File: src/pkg/usf_pkg.sv
// Constants, register map and event carriers for the serial status-flag block.
// Assumes one bus clock and a simple strobe register port in front of it.
// Functional notes
// - Transmit buffer empty sets at reset and on buffer-to-shifter transfer.
// - Transmit buffer empty clears on armed status read then data write.
// - Transmit complete sets at reset and when buffer empty and line idle.
// - Armed transmit complete clears on data write, enable rise, or break write.
// - Receive full sets on character transfer; clears on armed read then data read.
// - Idle flag sets after 10 or 11 high bit times following activity.
// - Idle select 0 starts the idle count right after the start bit.
// - Idle select 1 starts the idle count only after the stop bit.
// - Idle clears on armed read sequence; rearms only after new receive full.
// - Overrun sets when new character meets unread one; new character discarded.
// - Disagreeing samples in any bit set noise together with receive full.
// - Noise clears on status read then data read, armed or not.
// - Framing error sets with receive full when stop bit samples low.
// - Parity error sets with receive full when enabled parity mismatches.
// - Status register is read-only; flags clear only by read-then-access.
package usf_pkg;

  localparam int unsigned ADDR_W = 4;
  localparam int unsigned DATA_W = 8;

  // Register offsets
  localparam logic [ADDR_W-1:0] OFS_STATUS_ONE = 4'h0;
  localparam logic [ADDR_W-1:0] OFS_DATA_PORT = 4'h1;
  localparam logic [ADDR_W-1:0] OFS_CONTROL_TWO = 4'h2;
  localparam logic [ADDR_W-1:0] OFS_CONFIG = 4'h3;
  localparam logic [ADDR_W-1:0] OFS_IRQ_STATUS = 4'h4;
  localparam logic [ADDR_W-1:0] OFS_IRQ_MASK = 4'h5;

  // Status flag positions
  localparam int unsigned BIT_TX_EMPTY = 7;
  localparam int unsigned BIT_TX_DONE = 6;
  localparam int unsigned BIT_RX_FULL = 5;
  localparam int unsigned BIT_IDLE = 4;
  localparam int unsigned BIT_OVERRUN = 3;
  localparam int unsigned BIT_NOISE = 2;
  localparam int unsigned BIT_FRAME = 1;
  localparam int unsigned BIT_PARITY = 0;

  // Control and configuration field positions
  localparam int unsigned BIT_TX_ON = 3;
  localparam int unsigned BIT_QUEUE_BREAK = 0;
  localparam int unsigned BIT_IDLE_SEL = 2;
  localparam int unsigned BIT_LONG_CHAR = 4;

  // Reset values and unmapped read data
  localparam logic [DATA_W-1:0] RST_STATUS = 8'hC0;
  localparam logic [DATA_W-1:0] RST_ZERO = 8'h00;
  localparam logic [DATA_W-1:0] RD_UNMAPPED = 8'h00;

  // Character lengths in bit times
  localparam logic [3:0] CHAR_BITS_SHORT = 4'hA;
  localparam logic [3:0] CHAR_BITS_LONG = 4'hB;

  // Receiver character event from the shifter
  typedef struct packed {
    logic valid;
    logic [DATA_W-1:0] data;
    logic noise;
    logic frame_err;
    logic parity_err;
  } usf_rx_char_t;

  // Transmitter state from the shifter
  typedef struct packed {
    logic load;
    logic busy;
  } usf_tx_state_t;

  // Receiver line-timing events
  typedef struct packed {
    logic bit_tick;
    logic line_high;
    logic start_done;
    logic stop_done;
  } usf_rx_line_t;

endpackage : usf_pkg

File: src/design/usf_status_flags.sv
// Status-flag logic of the serial interface: flags, clear sequences, idle count.
// Assumes shifter logic on the same clock delivers one-cycle events.
module usf_status_flags
  import usf_pkg::*;
(
  input wire logic clk,
  input wire logic rst,
  input wire logic [ADDR_W-1:0] reg_addr,
  input wire logic [DATA_W-1:0] reg_wdata,
  input wire logic reg_wr,
  input wire logic reg_rd,
  output logic [DATA_W-1:0] reg_rdata,
  input wire usf_rx_char_t rx_char,
  input wire usf_tx_state_t tx_state,
  input wire usf_rx_line_t rx_line,
  output logic [DATA_W-1:0] tx_data,
  output logic tx_data_valid,
  output logic tx_on,
  output logic queue_break,
  output logic parity_on,
  output logic irq
);

  logic [DATA_W-1:0] status_q;
  logic [DATA_W-1:0] armed_q;
  logic [DATA_W-1:0] rx_data_q;
  logic [DATA_W-1:0] ctrl_q;
  logic [DATA_W-1:0] cfg_q;
  logic [DATA_W-1:0] irq_stat_q;
  logic [DATA_W-1:0] irq_mask_q;
  logic [DATA_W-1:0] tx_data_q;
  logic tx_data_valid_q;
  logic [3:0] idle_cnt_q;
  logic idle_run_q;
  logic idle_allow_q;
  logic [DATA_W-1:0] rdata_q;
  logic [DATA_W-1:0] status_d;
  logic [DATA_W-1:0] set_v;
  logic [DATA_W-1:0] clr_v;
  logic [DATA_W-1:0] status_prev_q;

  // Decode helper shared by every write and by the status and data reads
  function automatic logic hit(input logic stb, input logic [ADDR_W-1:0] a,
                               input logic [ADDR_W-1:0] ofs);
    hit = stb && (a == ofs);
  endfunction : hit

  logic st_rd;
  logic dat_rd;
  logic dat_wr;
  logic ctl_wr;
  logic tx_rise;
  logic brk_wr;
  logic rx_take;
  logic [3:0] char_bits;
  logic idle_set;

  assign st_rd = hit(reg_rd, reg_addr, OFS_STATUS_ONE);
  assign dat_rd = hit(reg_rd, reg_addr, OFS_DATA_PORT);
  assign dat_wr = hit(reg_wr, reg_addr, OFS_DATA_PORT);
  assign ctl_wr = hit(reg_wr, reg_addr, OFS_CONTROL_TWO);
  // Enable rise queues a preamble; break write counts on any 1 written
  assign tx_rise = ctl_wr && reg_wdata[BIT_TX_ON] && !ctrl_q[BIT_TX_ON];
  assign brk_wr = ctl_wr && reg_wdata[BIT_QUEUE_BREAK];
  // Character dropped whole when previous one unread
  assign rx_take = rx_char.valid && !status_q[BIT_RX_FULL];
  assign char_bits = cfg_q[BIT_LONG_CHAR] ? CHAR_BITS_LONG : CHAR_BITS_SHORT;

  // Set terms from transmitter and receiver events
  always_comb begin
    set_v = '0;
    set_v[BIT_TX_EMPTY] = tx_state.load;
    // A data write, preamble or break being queued this cycle is activity, not idle
    set_v[BIT_TX_DONE] = status_q[BIT_TX_EMPTY] && !tx_state.busy && !tx_state.load &&
                         !(dat_wr || tx_rise || brk_wr);
    set_v[BIT_RX_FULL] = rx_take;
    set_v[BIT_IDLE] = idle_set;
    set_v[BIT_OVERRUN] = rx_char.valid && status_q[BIT_RX_FULL];
    set_v[BIT_NOISE] = rx_take && rx_char.noise;
    set_v[BIT_FRAME] = rx_take && rx_char.frame_err;
    set_v[BIT_PARITY] = rx_take && rx_char.parity_err && cfg_q[BIT_PARITY];
  end

  // Clear terms: only flags armed by an earlier status read clear
  always_comb begin
    clr_v = '0;
    clr_v[BIT_TX_EMPTY] = dat_wr && armed_q[BIT_TX_EMPTY];
    clr_v[BIT_TX_DONE] = (dat_wr || tx_rise || brk_wr) && armed_q[BIT_TX_DONE];
    clr_v[BIT_RX_FULL] = dat_rd && armed_q[BIT_RX_FULL];
    clr_v[BIT_IDLE] = dat_rd && armed_q[BIT_IDLE];
    clr_v[BIT_OVERRUN] = dat_rd && armed_q[BIT_OVERRUN];
    clr_v[BIT_NOISE] = dat_rd && armed_q[BIT_NOISE];
    clr_v[BIT_FRAME] = dat_rd && armed_q[BIT_FRAME];
    clr_v[BIT_PARITY] = dat_rd && armed_q[BIT_PARITY];
    // Set beats clear in the same cycle so no event is lost
    status_d = (status_q & ~clr_v) | set_v;
  end

  // Status flags; bus writes never reach this register
  always_ff @(posedge clk) begin
    if (rst) begin
      status_q <= RST_STATUS;
    end else begin
      status_q <= status_d;
    end
  end

  // Arming: a status read records the flags it saw set
  always_ff @(posedge clk) begin
    if (rst) begin
      armed_q <= RST_ZERO;
    end else if (st_rd) begin
      armed_q <= status_q;
      // Noise and parity arm on any status read, set or not
      armed_q[BIT_NOISE] <= 1'b1;
      armed_q[BIT_PARITY] <= 1'b1;
    end else begin
      // A data access consumes the arming of the flags it serves
      if (dat_rd) begin
        armed_q[BIT_PARITY] <= 1'b0;
        armed_q[BIT_FRAME] <= 1'b0;
        armed_q[BIT_NOISE] <= 1'b0;
        armed_q[BIT_OVERRUN] <= 1'b0;
        armed_q[BIT_IDLE] <= 1'b0;
        armed_q[BIT_RX_FULL] <= 1'b0;
      end
      if (dat_wr) begin
        armed_q[BIT_TX_EMPTY] <= 1'b0;
      end
      if (dat_wr || tx_rise || brk_wr) begin
        armed_q[BIT_TX_DONE] <= 1'b0;
      end
    end
  end

  // Receive data holder; overrun leaves the old character intact
  always_ff @(posedge clk) begin
    if (rst) begin
      rx_data_q <= RST_ZERO;
    end else if (rx_take) begin
      rx_data_q <= rx_char.data;
    end
  end

  // Transmit data buffer handed to the shifter
  always_ff @(posedge clk) begin
    if (rst) begin
      tx_data_q <= RST_ZERO;
      tx_data_valid_q <= 1'b0;
    end else if (dat_wr) begin
      tx_data_q <= reg_wdata;
      tx_data_valid_q <= 1'b1;
    end else if (tx_state.load) begin
      tx_data_valid_q <= 1'b0;
    end
  end

  // Control and configuration registers
  always_ff @(posedge clk) begin
    if (rst) begin
      ctrl_q <= RST_ZERO;
      cfg_q <= RST_ZERO;
    end else begin
      if (ctl_wr) begin
        ctrl_q <= reg_wdata;
      end
      if (hit(reg_wr, reg_addr, OFS_CONFIG)) begin
        cfg_q <= reg_wdata;
      end
    end
  end

  // Idle counter: counts high bit times, restarts on a low sample
  // Limitation: counts whole ticks only, so the start edge is quantised
  always_ff @(posedge clk) begin
    if (rst) begin
      idle_cnt_q <= '0;
      idle_run_q <= 1'b0;
      idle_allow_q <= 1'b0;
    end else begin
      if (rx_take) begin
        idle_allow_q <= 1'b1;
      end else if (idle_set) begin
        idle_allow_q <= 1'b0;
      end
      if (!cfg_q[BIT_IDLE_SEL] && rx_line.start_done) begin
        idle_run_q <= 1'b1;
        idle_cnt_q <= '0;
      end else if (cfg_q[BIT_IDLE_SEL] && rx_line.stop_done) begin
        idle_run_q <= 1'b1;
        idle_cnt_q <= '0;
      end else if (cfg_q[BIT_IDLE_SEL] && rx_line.start_done) begin
        idle_run_q <= 1'b0;
        idle_cnt_q <= '0;
      end else if (idle_run_q && rx_line.bit_tick) begin
        if (!rx_line.line_high) begin
          idle_cnt_q <= '0;
        end else if (idle_cnt_q != char_bits) begin
          idle_cnt_q <= idle_cnt_q + 4'h1;
        end
      end
    end
  end

  // Sets once when a full character time of high is reached
  assign idle_set = idle_run_q && rx_line.bit_tick && rx_line.line_high &&
                    (idle_cnt_q == char_bits - 4'h1) && idle_allow_q;

  // Interrupt status: rising flags latch, write one clears, set wins
  always_ff @(posedge clk) begin
    if (rst) begin
      status_prev_q <= RST_STATUS;
      irq_stat_q <= RST_ZERO;
      irq_mask_q <= RST_ZERO;
    end else begin
      status_prev_q <= status_q;
      if (hit(reg_wr, reg_addr, OFS_IRQ_MASK)) begin
        irq_mask_q <= reg_wdata;
      end
      if (hit(reg_wr, reg_addr, OFS_IRQ_STATUS)) begin
        irq_stat_q <= (irq_stat_q & ~reg_wdata) | (status_q & ~status_prev_q);
      end else begin
        irq_stat_q <= irq_stat_q | (status_q & ~status_prev_q);
      end
    end
  end

  // Registered read data, valid the cycle after the strobe
  always_ff @(posedge clk) begin
    if (rst) begin
      rdata_q <= RST_ZERO;
    end else if (reg_rd) begin
      unique case (reg_addr)
        OFS_STATUS_ONE: rdata_q <= status_q;
        OFS_DATA_PORT: rdata_q <= rx_data_q;
        OFS_CONTROL_TWO: rdata_q <= ctrl_q;
        OFS_CONFIG: rdata_q <= cfg_q;
        OFS_IRQ_STATUS: rdata_q <= irq_stat_q;
        OFS_IRQ_MASK: rdata_q <= irq_mask_q;
        default: rdata_q <= RD_UNMAPPED;
      endcase
    end else begin
      rdata_q <= RST_ZERO;
    end
  end

  assign reg_rdata = rdata_q;
  assign tx_data = tx_data_q;
  assign tx_data_valid = tx_data_valid_q;
  assign tx_on = ctrl_q[BIT_TX_ON];
  assign queue_break = ctrl_q[BIT_QUEUE_BREAK];
  assign parity_on = cfg_q[BIT_PARITY];
  assign irq = |(irq_stat_q & irq_mask_q);

endmodule : usf_status_flags

File: config.mk
export PLATFORM = sky130hd
export DESIGN_NAME = usf_status_flags
export DESIGN_NICKNAME = d
export VERILOG_FILES = /design/src/pkg/usf_pkg.sv /design/src/design/usf_status_flags.sv
export SDC_FILE = /design/constraint.sdc
export NUM_CORES = 1
export LEC_CHECK = 0
export BUFFER_PORTS_ARGS = -buffer_cell sky130_fd_sc_hd__buf_2
export CAP_MARGIN = 20
export CORE_UTILIZATION = 40
export DETAILED_ROUTE_END_ITERATION = 16
export PLACE_DENSITY = 0.58
export SYNTH_ARGS = -nofsm -noshare
export SYNTH_HDL_FRONTEND = slang
export SYNTH_SLANG_ARGS = --single-unit
File: constraint.sdc
create_clock -name clk -period 1.95 [get_ports clk]
set_input_delay 0.39 -clock clk [delete_from_list [all_inputs] [get_ports clk]]
set_output_delay 0.39 -clock clk [all_outputs]
set_load 0.05 [all_outputs]
# ---- After elaboration in Yosys (flattened, before gate mapping)
# Index checks and enable logic that the tools add are counted.
dict set report totals {
  regBits 87
  input_bits 34
  out_inout_bits 21
  elab_cells 106
}
dict set report op_classes {
  add_sub_neg 2
  n_eq_ne 8
  mux 16
  n_bitwise 11
  n_reduce_logical 53
}
# operator n
set ops {}
lappend ops {{8-bit case mux with 6 select lines} 1}
lappend ops {{1-bit logical AND} 34}
lappend ops {{8-bit bitwise AND} 4}
lappend ops {{8-bit NOT} 3}
lappend ops {{8-bit bitwise OR} 3}
lappend ops {{8-bit 2-to-1 mux} 2}
lappend ops {{1-bit 2-to-1 mux} 10}
lappend ops {{2-bit nonzero test} 5}
lappend ops {{4-bit by 2-bit == test with 1-bit output, second input constant} 2}
lappend ops {{4-bit by 3-bit == test with 1-bit output, second input constant} 2}
lappend ops {{4-bit 2-to-1 mux} 2}
lappend ops {{8-bit OR reduction} 1}
lappend ops {{1-bit logical NOT} 6}
lappend ops {{6-bit 2-to-1 mux} 1}
lappend ops {{4-bit by 1-bit adder with 4-bit output, second input constant} 1}
lappend ops {{4-bit by 1-bit == test with 1-bit output, second input constant} 1}
lappend ops {{4-bit == test} 1}
lappend ops {{4-bit logical NOT} 1}
lappend ops {{4-bit != test} 1}
lappend ops {{4-bit OR reduction} 1}
lappend ops {{4-bit by 1-bit subtractor with 4-bit output, second input constant} 1}
lappend ops {{3-bit nonzero test} 1}
lappend ops {{1-bit logical OR} 2}
lappend ops {{2-bit by 1-bit != test with 1-bit output, second input constant} 1}
lappend ops {{3 further kinds} 3}

# ---- Depth between registers and ports, before layout
# Gate-level depths: netlist of run 1.
dict set report depth {
  depth_word 10
  mapped_depth 6
}

# ---- Worst setup path after synthesis of run 1
# OpenSTA, ideal clock, no wires.
dict set report synth_path {
  kind {input to register}
  start {in reg_addr[0]}
  end {reg rdata_q[6], in the netlist reg_rdata[6]}
  t_arrival_ps 1345
  setup_slack_ps 485
  stages 5
  cell_sequence {buf_6 > buf_12 > mux4_2 > a22oi_1 > nor2_1}
}
dict set report synth_between {
  elab_chain_len 2
  elab_cells_between_ends 7
  cone_classes {5 x eq/ne; 1 x mux; 1 x reduce/logical}
}
# element line_no
set synth_rtl {}
lappend synth_rtl {{start, declared} usf_status_flags.sv:8} ;# input wire logic [ADDR_W-1:0] reg_addr,
lappend synth_rtl {{4-bit by 3-bit == test with 1-bit output, or another cell as far along} usf_status_flags.sv:233} ;# unique case (reg_addr)
lappend synth_rtl {{8-bit case mux with 6 select lines (*)} usf_status_flags.sv:233}
lappend synth_rtl {{end signal, assigned} usf_status_flags.sv:234} ;# OFS_STATUS_ONE: rdata_q <= status_q;
lappend synth_rtl {{end signal, assigned} usf_status_flags.sv:235} ;# OFS_DATA_PORT: rdata_q <= rx_data_q;
lappend synth_rtl {{end signal, assigned} usf_status_flags.sv:236} ;# OFS_CONTROL_TWO: rdata_q <= ctrl_q;
lappend synth_rtl {{end, declared} usf_status_flags.sv:36} ;# logic [DATA_W-1:0] rdata_q;
# Mark *: on every way between the ends. The rest lies on a longest branch, timed or not.
# A chain may end at the register's enable or synchronous reset.

# ---- Final worst setup path of run 1
dict set report layout_path {
  start {reg irq_stat_q[4]}
  end {out irq}
}
dict set report layout_between {
  elab_chain_len 2
}
# element line_no
set layout_rtl {}
lappend layout_rtl {{start, declared} usf_status_flags.sv:29} ;# logic [DATA_W-1:0] irq_stat_q;
lappend layout_rtl {{start signal, assigned} usf_status_flags.sv:221} ;# irq_stat_q <= (irq_stat_q & ~reg_wdata) | (status_q & ~status_prev_q);
lappend layout_rtl {{start signal, assigned} usf_status_flags.sv:223} ;# irq_stat_q <= irq_stat_q | (status_q & ~status_prev_q);
lappend layout_rtl {{8-bit bitwise AND} usf_status_flags.sv:253} ;# assign irq = |(irq_stat_q & irq_mask_q);
lappend layout_rtl {{8-bit OR reduction} usf_status_flags.sv:253}
lappend layout_rtl {{end, declared} usf_status_flags.sv:21} ;# output logic irq
# Every way passes these cells.

==> summary.md, run 1 <==
Worst hold-check slack: 248 ps. The maximum single-stage delay on the critical path came out at 330 ps. Dividing the detail-routed wire length by the instance count gives 15.8 microns. Setup repair after global routing left no endpoint under its margin. The run gives 2659 as the number of global-route vias before repair. Type of element capturing the critical path: a primary output. The worst-case vdd ir drop is 0.386 mV. The worst setup path is launched from a flip-flop.

The layout cell share with drive strength beyond 1 was 0.226; the number of DRC violations after detailed routing was 0. The number of antenna violations at the first check in global routing was 0. For the finished layout, the period the worst path requires is 1670 ps. The flow ran to the end, and the final reports show no timing, DRC or antenna violations. The run gives 374 as the number of instances in the synthesized netlist. Broken down by cell family, the worst path's largest delay share belongs to flip-flops.

The signal on the critical path passes through a22oi_1 > nand4_1 > buf_2. The logs give 0 for the number of cells upsized or downsized after cts and 14.0 mm for the global-route wire length before repair. For the number of nets in the layout, the log shows 468.

The estimated wirelength of the detail-placed design is 6.31 mm. The number of clock buffers added by TritonCTS is 9. Counting every sink on the clock net gives 86. The final-report setup violation count was 0. The setup TNS after final layout is 0 ps, and the area overhead of the layout relative to synthesis is 16.7%. Transition at the pin with the smallest max-transition slack: 564 ps.

In this run the static leakage power is 1.73 nW. TritonCTS built the clock tree. The run gives 0 as the overall overflow remaining after global route. For the worst slew margin relative to its limit, the log shows 0.622. Entering global routing, the biggest net connects 33 pins. The total area inside the core boundary comes to 8680 sq um. The critical path's slowest cell was sky130_fd_sc_hd__dfxtp_1.

Buffers placed on the I/O ports in this run total 54. The mean area per synthesized cell works out to 9.55 sq um. Synthesis inferred 86 register bits. The initial core utilization is 0.412, and the number of buffers added to fix hold violations after cts is 0. Between clock sinks in the finished design, the worst skew comes to 13.4 ps. In this run the post-CTS setup repair buffer count came out at 0. In this run the count of I/O pins placed on the die edge is 55.

The initialized floorplan defines 34 standard-cell rows. At the worst endpoint, the arrival time is 1280 ps. The hold violation total from the final report was 0. The logs give 0 for the remaining antenna violation count after routing and 0.815 for the weighted congestion at the end of routability-driven global placement. 0 antenna diodes ended up in the layout. Number of distinct standard cells referenced by the synthesized netlist: 46.

The global routing usage summed across all routing layers was 0.202. For this run, the top clock speed supported by timing is 0.600 GHz. The clock reaches the later pin of the worst-skew pair after 360 ps.

The design draws 0.00333 W. The Yosys step of the flow raised 0 warnings. For the number of optimization iterations in the first detailed-route pass, the log shows 4. The routed design has 8.61 mm of wire.

Clock tree synthesis selected as its root buffer the cell sky130_fd_sc_hd__clkbuf_8. Dividing total power by cell area gives a power density of 799 nW/um^2. The number of buffers and inverters on the critical path was 1; the net count of the mapped netlist was 409. The part of the Yosys area used for sequential elements came out at 0.482. The number of levels in the clock H-tree is 3, and the area of the die is 9320 sq um. Type of the setup path with the least slack: reg -> out. The proportion of register bits with asynchronous set or reset after synthesis was 0. The initial detailed-routing violation count is 154, and the max-slew violation count is 0. The clock passes through at most 2 buffers. The die width was 96.5 microns; the average via count per standard cell was 5.21. For the overall via count from detail_route, the log shows 2843. In the synthesized netlist the dominant register cell turns out to be sky130_fd_sc_hd__dfxtp_1. Max-cap violations in this run came to 0. The largest driver fanout on the critical path is 3. In this run, synthesis inferred 0 flip-flops with an integrated enable. The data required time at the worst endpoint is 1560 ps. The die is 96.5 microns tall. The mapped netlist covers 3570 sq um. The path class of the tightest hold or removal check is in -> reg. Clock-pin slew was measured on the worst setup and hold paths at 80 ps. The part of the cycle the worst path needs works out to 0.855.
[sequential cells by signal, summed over array words and instances (netlist names)]
signal,count
cfg_q,8
ctrl_q,8
irq_mask_q,8
irq_stat_q,8
reg_rdata,8
rx_data_q,8
status_prev_q,8
status_q,8
tx_data,8
armed_q,7
idle_cnt_q,4
idle_allow_q,1
idle_run_q,1
tx_data_valid,1
[metrics by stage]
stage	area, sq um	std cells	util	setup slack, ps
6_report	4170	546	0.481	282
3_3_place_gp	3980	530	0.458	125
2_1_floorplan	3570	374	-	485
5_1_grt	4170	546	0.481	230
3_5_place_dp	3980	530	0.458	115
4_1_cts	4170	546	0.481	278
[where the power goes]
| group | leakage, nW | internal [W] | switching (W) |
|---|---|---|---|
| Combinational | 0.935 | 0.000111 | 0.000162 |
| Clock | 0.0956 | 0.000594 | 0.000645 |
| Sequential | 0.697 | 0.00179 | 0.0000281 |
| Total | 1.73 | 0.00250 | 0.000835 |
[final timing paths]
path                       from  depth (start not counted)      endpoint  slack, ps
hold reg to reg      armed_q[5]                          1   status_q[5]        450
hold / removal      tx_state[1]                          2   status_q[7]        250
setup reg to reg    status_q[4]                          3  reg_rdata[4]        630
setup / recovery  irq_stat_q[4]                          3           irq        280
[kinds of logic (layout without fill, tap and decap cells)]
group           count (synthesis)  after routing  share of synthesized area
compound gates                 79             79                      0.137
xor+xnor                        1              1                    0.00245
fa+ha+maj                       1              1                    0.00350
buf+inv                        31             95                     0.0434
flops                          86             86                      0.482
mux                            40             40                      0.150
simple gates                  136            136                      0.182
[cell type report]
cell class	instances	area [sq um]
clock buffers	9	124
repair buffers	66	373
fillers	885	4510
clock inverters	7	72.6
multi-input cells	257	1700
inverters	13	48.8
flip-flops and latches	86	1720
well taps	108	135
[cell usage after synthesis (7+ instances only)]
cell type | n | area share
sky130_fd_sc_hd__nor2_1 | 44 | 0.046
sky130_fd_sc_hd__nand2b_1 | 12 | 0.021
sky130_fd_sc_hd__mux4_1 | 7 | 0.051
sky130_fd_sc_hd__nor2b_1 | 7 | 0.012
sky130_fd_sc_hd__dfxtp_1 | 86 | 0.48
sky130_fd_sc_hd__clkbuf_1 | 7 | 0.0074
sky130_fd_sc_hd__inv_1 | 13 | 0.014
sky130_fd_sc_hd__a21oi_1 | 36 | 0.050
sky130_fd_sc_hd__mux2_2 | 8 | 0.025
sky130_fd_sc_hd__nand2_1 | 46 | 0.048
sky130_fd_sc_hd__a22oi_1 | 17 | 0.036
sky130_fd_sc_hd__o21ai_0 | 12 | 0.017
sky130_fd_sc_hd__mux2i_1 | 24 | 0.067
[metal layers]
layer	global-route usage	vias up	wire length (microns)
li1	-	1430	-
met1	0.285	1340	4330
met2	0.315	63	3870
met3	0.0290	10	302
met4	0.0699	0	109
met5	0	-	0
[layout by cell type (no fill, tap or decap), types with 2 or more instances in the layout]
| cell type | netlist | layout |
|---|---|---|
| sky130_fd_sc_hd__dfxtp_1 | 86 | 86 |
| sky130_fd_sc_hd__buf_2 | 3 | 54 |
| sky130_fd_sc_hd__nand2_1 | 46 | 46 |
| sky130_fd_sc_hd__nor2_1 | 44 | 44 |
| sky130_fd_sc_hd__a21oi_1 | 36 | 36 |
| sky130_fd_sc_hd__mux2i_1 | 24 | 24 |
| sky130_fd_sc_hd__a22oi_1 | 17 | 17 |
| sky130_fd_sc_hd__inv_1 | 13 | 13 |
| sky130_fd_sc_hd__nand2b_1 | 12 | 12 |
| sky130_fd_sc_hd__o21ai_0 | 12 | 12 |
| sky130_fd_sc_hd__buf_4 | 3 | 11 |
| sky130_fd_sc_hd__clkbuf_8 | 0 | 9 |
| sky130_fd_sc_hd__mux2_2 | 8 | 8 |
| sky130_fd_sc_hd__nor2b_1 | 7 | 7 |
| sky130_fd_sc_hd__mux4_1 | 7 | 7 |
| sky130_fd_sc_hd__nand4_1 | 4 | 4 |
| sky130_fd_sc_hd__nand3_1 | 4 | 4 |
| sky130_fd_sc_hd__and3_1 | 3 | 3 |
| sky130_fd_sc_hd__a211o_1 | 3 | 3 |
| sky130_fd_sc_hd__a311oi_1 | 2 | 2 |
| sky130_fd_sc_hd__a31oi_1 | 2 | 2 |
| sky130_fd_sc_hd__and4b_1 | 2 | 2 |
| sky130_fd_sc_hd__or2_2 | 2 | 2 |
| sky130_fd_sc_hd__nand3b_1 | 2 | 2 |
| sky130_fd_sc_hd__a21o_1 | 2 | 2 |
| sky130_fd_sc_hd__clkinv_2 | 0 | 2 |
| sky130_fd_sc_hd__clkinvlp_4 | 0 | 2 |
Power figures use the tool's default switching activity.
==> run 2, diff against run 1 <==
--- a/config.mk
+++ b/config.mk
@@ -8,6 +8,7 @@
 export BUFFER_PORTS_ARGS = -buffer_cell sky130_fd_sc_hd__buf_2
 export CAP_MARGIN = 20
 export CORE_UTILIZATION = 40
+export CTS_BUF_LIST = sky130_fd_sc_hd__clkbuf_16
 export DETAILED_ROUTE_END_ITERATION = 16
 export PLACE_DENSITY = 0.58
 export SYNTH_ARGS = -nofsm -noshare
==> summary.md, run 2 (synthesis gave the netlist of run 1 again) <==
The logs give 0 (unchanged) for the hold violation total from the final report and 3 (unchanged) for the number of levels in the clock H-tree. The run gives 0.518 mV (+34%) as the worst-case vdd ir drop. The tools report the instance area after placement as 3980 sq um (unchanged). The top cell types in the final layout, fill and taps aside, are 86 x sky130_fd_sc_hd__dfxtp_1, 54 x sky130_fd_sc_hd__buf_2, 46 x sky130_fd_sc_hd__nand2_1. The logs give 33 (unchanged) for the pin count of the biggest net entering global routing and 0.412 (unchanged) for the initial core utilization. The critical path is of the reg -> out type. The number of buffers added to fix hold violations after cts came out at 0 (unchanged). The layout cell share with drive strength beyond 1 works out to 0.226 (unchanged). The remaining antenna violation count after routing was 0 (unchanged); the total clock buffers created by CTS was 9 (unchanged).

The initial detailed-routing violation count was 157 (+1.9%). The transition at the pin with the smallest max-transition slack works out to 582 ps (+18.2 ps). For the setup TNS after final layout, the log shows 0 ps (unchanged). The part of the power in registers was 0.481 (-0.066).

The worst slew margin relative to its limit came out at 0.610 (-0.0122). The tools report the weighted congestion at the end of routability-driven global placement as 0.815 (unchanged). The library cell used most frequently in the layout, excluding fill and tap cells, is sky130_fd_sc_hd__dfxtp_1. The net load switching power is 0.000896 W (+7.3%).

The tools report the global routing usage summed across all routing layers as 0.205 (+0.00283). The max-slew violation count is 0 (unchanged), and the source-to-sink clock delay at the later pin of the worst-skew pair is 340 ps (-20 ps). The tools report the number of optimization iterations in the first detailed-route pass as 4 (unchanged). The part of the cycle the worst path needs was 0.845 (-0.0102). The number of buffers and inverters on the critical path works out to 1 (unchanged). The number of nets in the layout came out at 468 (unchanged). The total design power was 0.00380 W (+14%); the area taken by flip-flops and latches was 1720 sq um (unchanged).

Total length of routed met3 wires: 336 microns (+11%). The die span in y is 96.5 microns (unchanged). The critical path launch point type was a flip-flop.

The tools report the number of post-CTS setup repair buffers as 0 (unchanged). The number of I/O port buffers was 54 (unchanged); the estimated wirelength of the detail-placed design was 6.31 mm (unchanged). The number of cells upsized or downsized after cts came out at 0 (unchanged). The worst setup path is captured at a primary output. The critical path's slowest cell is sky130_fd_sc_hd__dfxtp_1.

The detailed router used layers up to and including met4. The kind of cell with the highest combined delay along the critical path is flip-flops. The total power density per cell area came out at 889 nW/um^2 (+11%). The minimum clock period after layout was 1650 ps (-20.0 ps). The signal on the critical path passes through a22oi_1 > nand4_1 > buf_2.

The buffer type at the clock tree root was sky130_fd_sc_hd__clkbuf_16. The die width works out to 96.5 microns (unchanged). Average via count per standard cell: 5.19 (-0.32%).

The final antenna diode count came out at 0 (unchanged). For the data required time at the worst endpoint, the log shows 1560 ps (about the same). Setup repair after global routing left no endpoint under its margin.

For the overall overflow remaining after global route, the log shows 0 (unchanged). Relative to the synthesized area, the layout overhead comes to 19.6%. Number of sinks on the clock net: 86 (unchanged). The run gives 1.77 nW (+2.7%) as the leakage power. The average wire length per cell after detail routing works out to 15.9 microns (+0.58%). The clock share of power is 0.448 (+0.077). For the number of fill cells in the layout, the log shows 872 (-1.5%). The overall via count from detail_route was 2834 (-0.32%); the max-cap check violation count was 0 (unchanged).

The switching share of total power was 0.236 (-0.0145). The flow ran to the end, and the final reports show no timing, DRC or antenna violations. The total wire length after detailed routing was 8.66 mm (+0.58%). The logs give 4270 sq um (+2.4%) for the post-route standard cell area excluding fillers and 2640 (-0.71%) for the number of global-route vias before repair. The I/O pin total was 55 (unchanged); the global-route wire length before repair was 14.0 mm (+0.14%). Arrival time of data at the critical path endpoint: 1260 ps (-20 ps). The detailed-routed wire length on met2 came out at 3.91 mm (+0.90%). The logs give 0 (unchanged) for the final-report setup violation count and 9320 sq um (unchanged) for the area of the die.

The maximum single-stage delay on the critical path was 320 ps (about the same). Area of the multi-input gates: 1700 sq um (unchanged). The placement row count is 34 (unchanged). The standard cell core area was 8680 sq um (unchanged). The number of buffers on the longest clock path is 2 (unchanged), and the fmax is 0.607 GHz (+1.2%). The run gives 4.29 mm (-0.83%) as the sum of routed wire segments on met1. The worst hold-check slack came out at 261 ps (+13.0 ps). The classification of the worst-slack hold path was in -> reg.

The clock input transition at the sequential cells of the worst setup and hold paths was 60 ps (-20 ps); the combinational power share was 0.072 (-0.010). The number of DRC violations after detailed routing came out at 0 (unchanged). The tools report the internal power as 0.00290 W (+16%).

The worst clock skew on the final layout was 6.17 ps (-7.20 ps); the largest driver fanout on the critical path was 3 (unchanged). The run gives 0 (unchanged) as the number of antenna violations at the first check in global routing. TritonCTS built the clock tree.
run 2: worst paths after layout:
check | startpoint | to | slack [ps] | depth (start not counted)
max reg2reg | status_q[4] | reg_rdata[4] | 640 | 3
min | tx_state[1] | status_q[7] | 260 | 2
min reg2reg | armed_q[5] | status_q[5] | 450 | 1
max | irq_stat_q[4] | irq | 300 | 3
run 2: final cells by class:
class	count	area share
sequential	86	0.403
multi-input combinational	257	0.397
timing repair buffer	66	0.0873
clock buffer	9	0.0527
tap	108	0.0316
clock inverter	7	0.0170
inverter	13	0.0114
run 2: through the flow:
| stage | worst slack [ps] | utilization | instances |
|---|---|---|---|
| after global placement | 125 | 0.458 | 530 |
| final | 302 | 0.492 | 546 |
| after global routing | 258 | 0.492 | 546 |
| after floorplan | 485 | - | 374 |
| after CTS | 303 | 0.492 | 546 |
| after detailed placement | 115 | 0.458 | 530 |
run 2: worst register-to-register path, stage by stage (launching register included):
cell	delay, ps
sky130_fd_sc_hd__dfxtp_1	360
sky130_fd_sc_hd__mux4_1	540
sky130_fd_sc_hd__a22oi_1	230
sky130_fd_sc_hd__nor2_1	70
run 2: routing by layer:
| layer | vias up | global-route usage |
|---|---|---|
| li1 | 1427 | - |
| met1 | 1331 | 0.285 |
| met2 | 67 | 0.315 |
| met3 | 9 | 0.0360 |
| met4 | 0 | 0.0809 |
| met5 | - | 0 |
run 2: power by group through the flow:
stage               combinational [W]  clock (W)  sequential, W
finish                       0.000273    0.00170        0.00183
global placement             0.000270          0        0.00186
detailed placement           0.000272          0        0.00186
floorplan                    0.000156          0        0.00187
CTS                          0.000273    0.00173        0.00182
global route                 0.000299    0.00180        0.00183
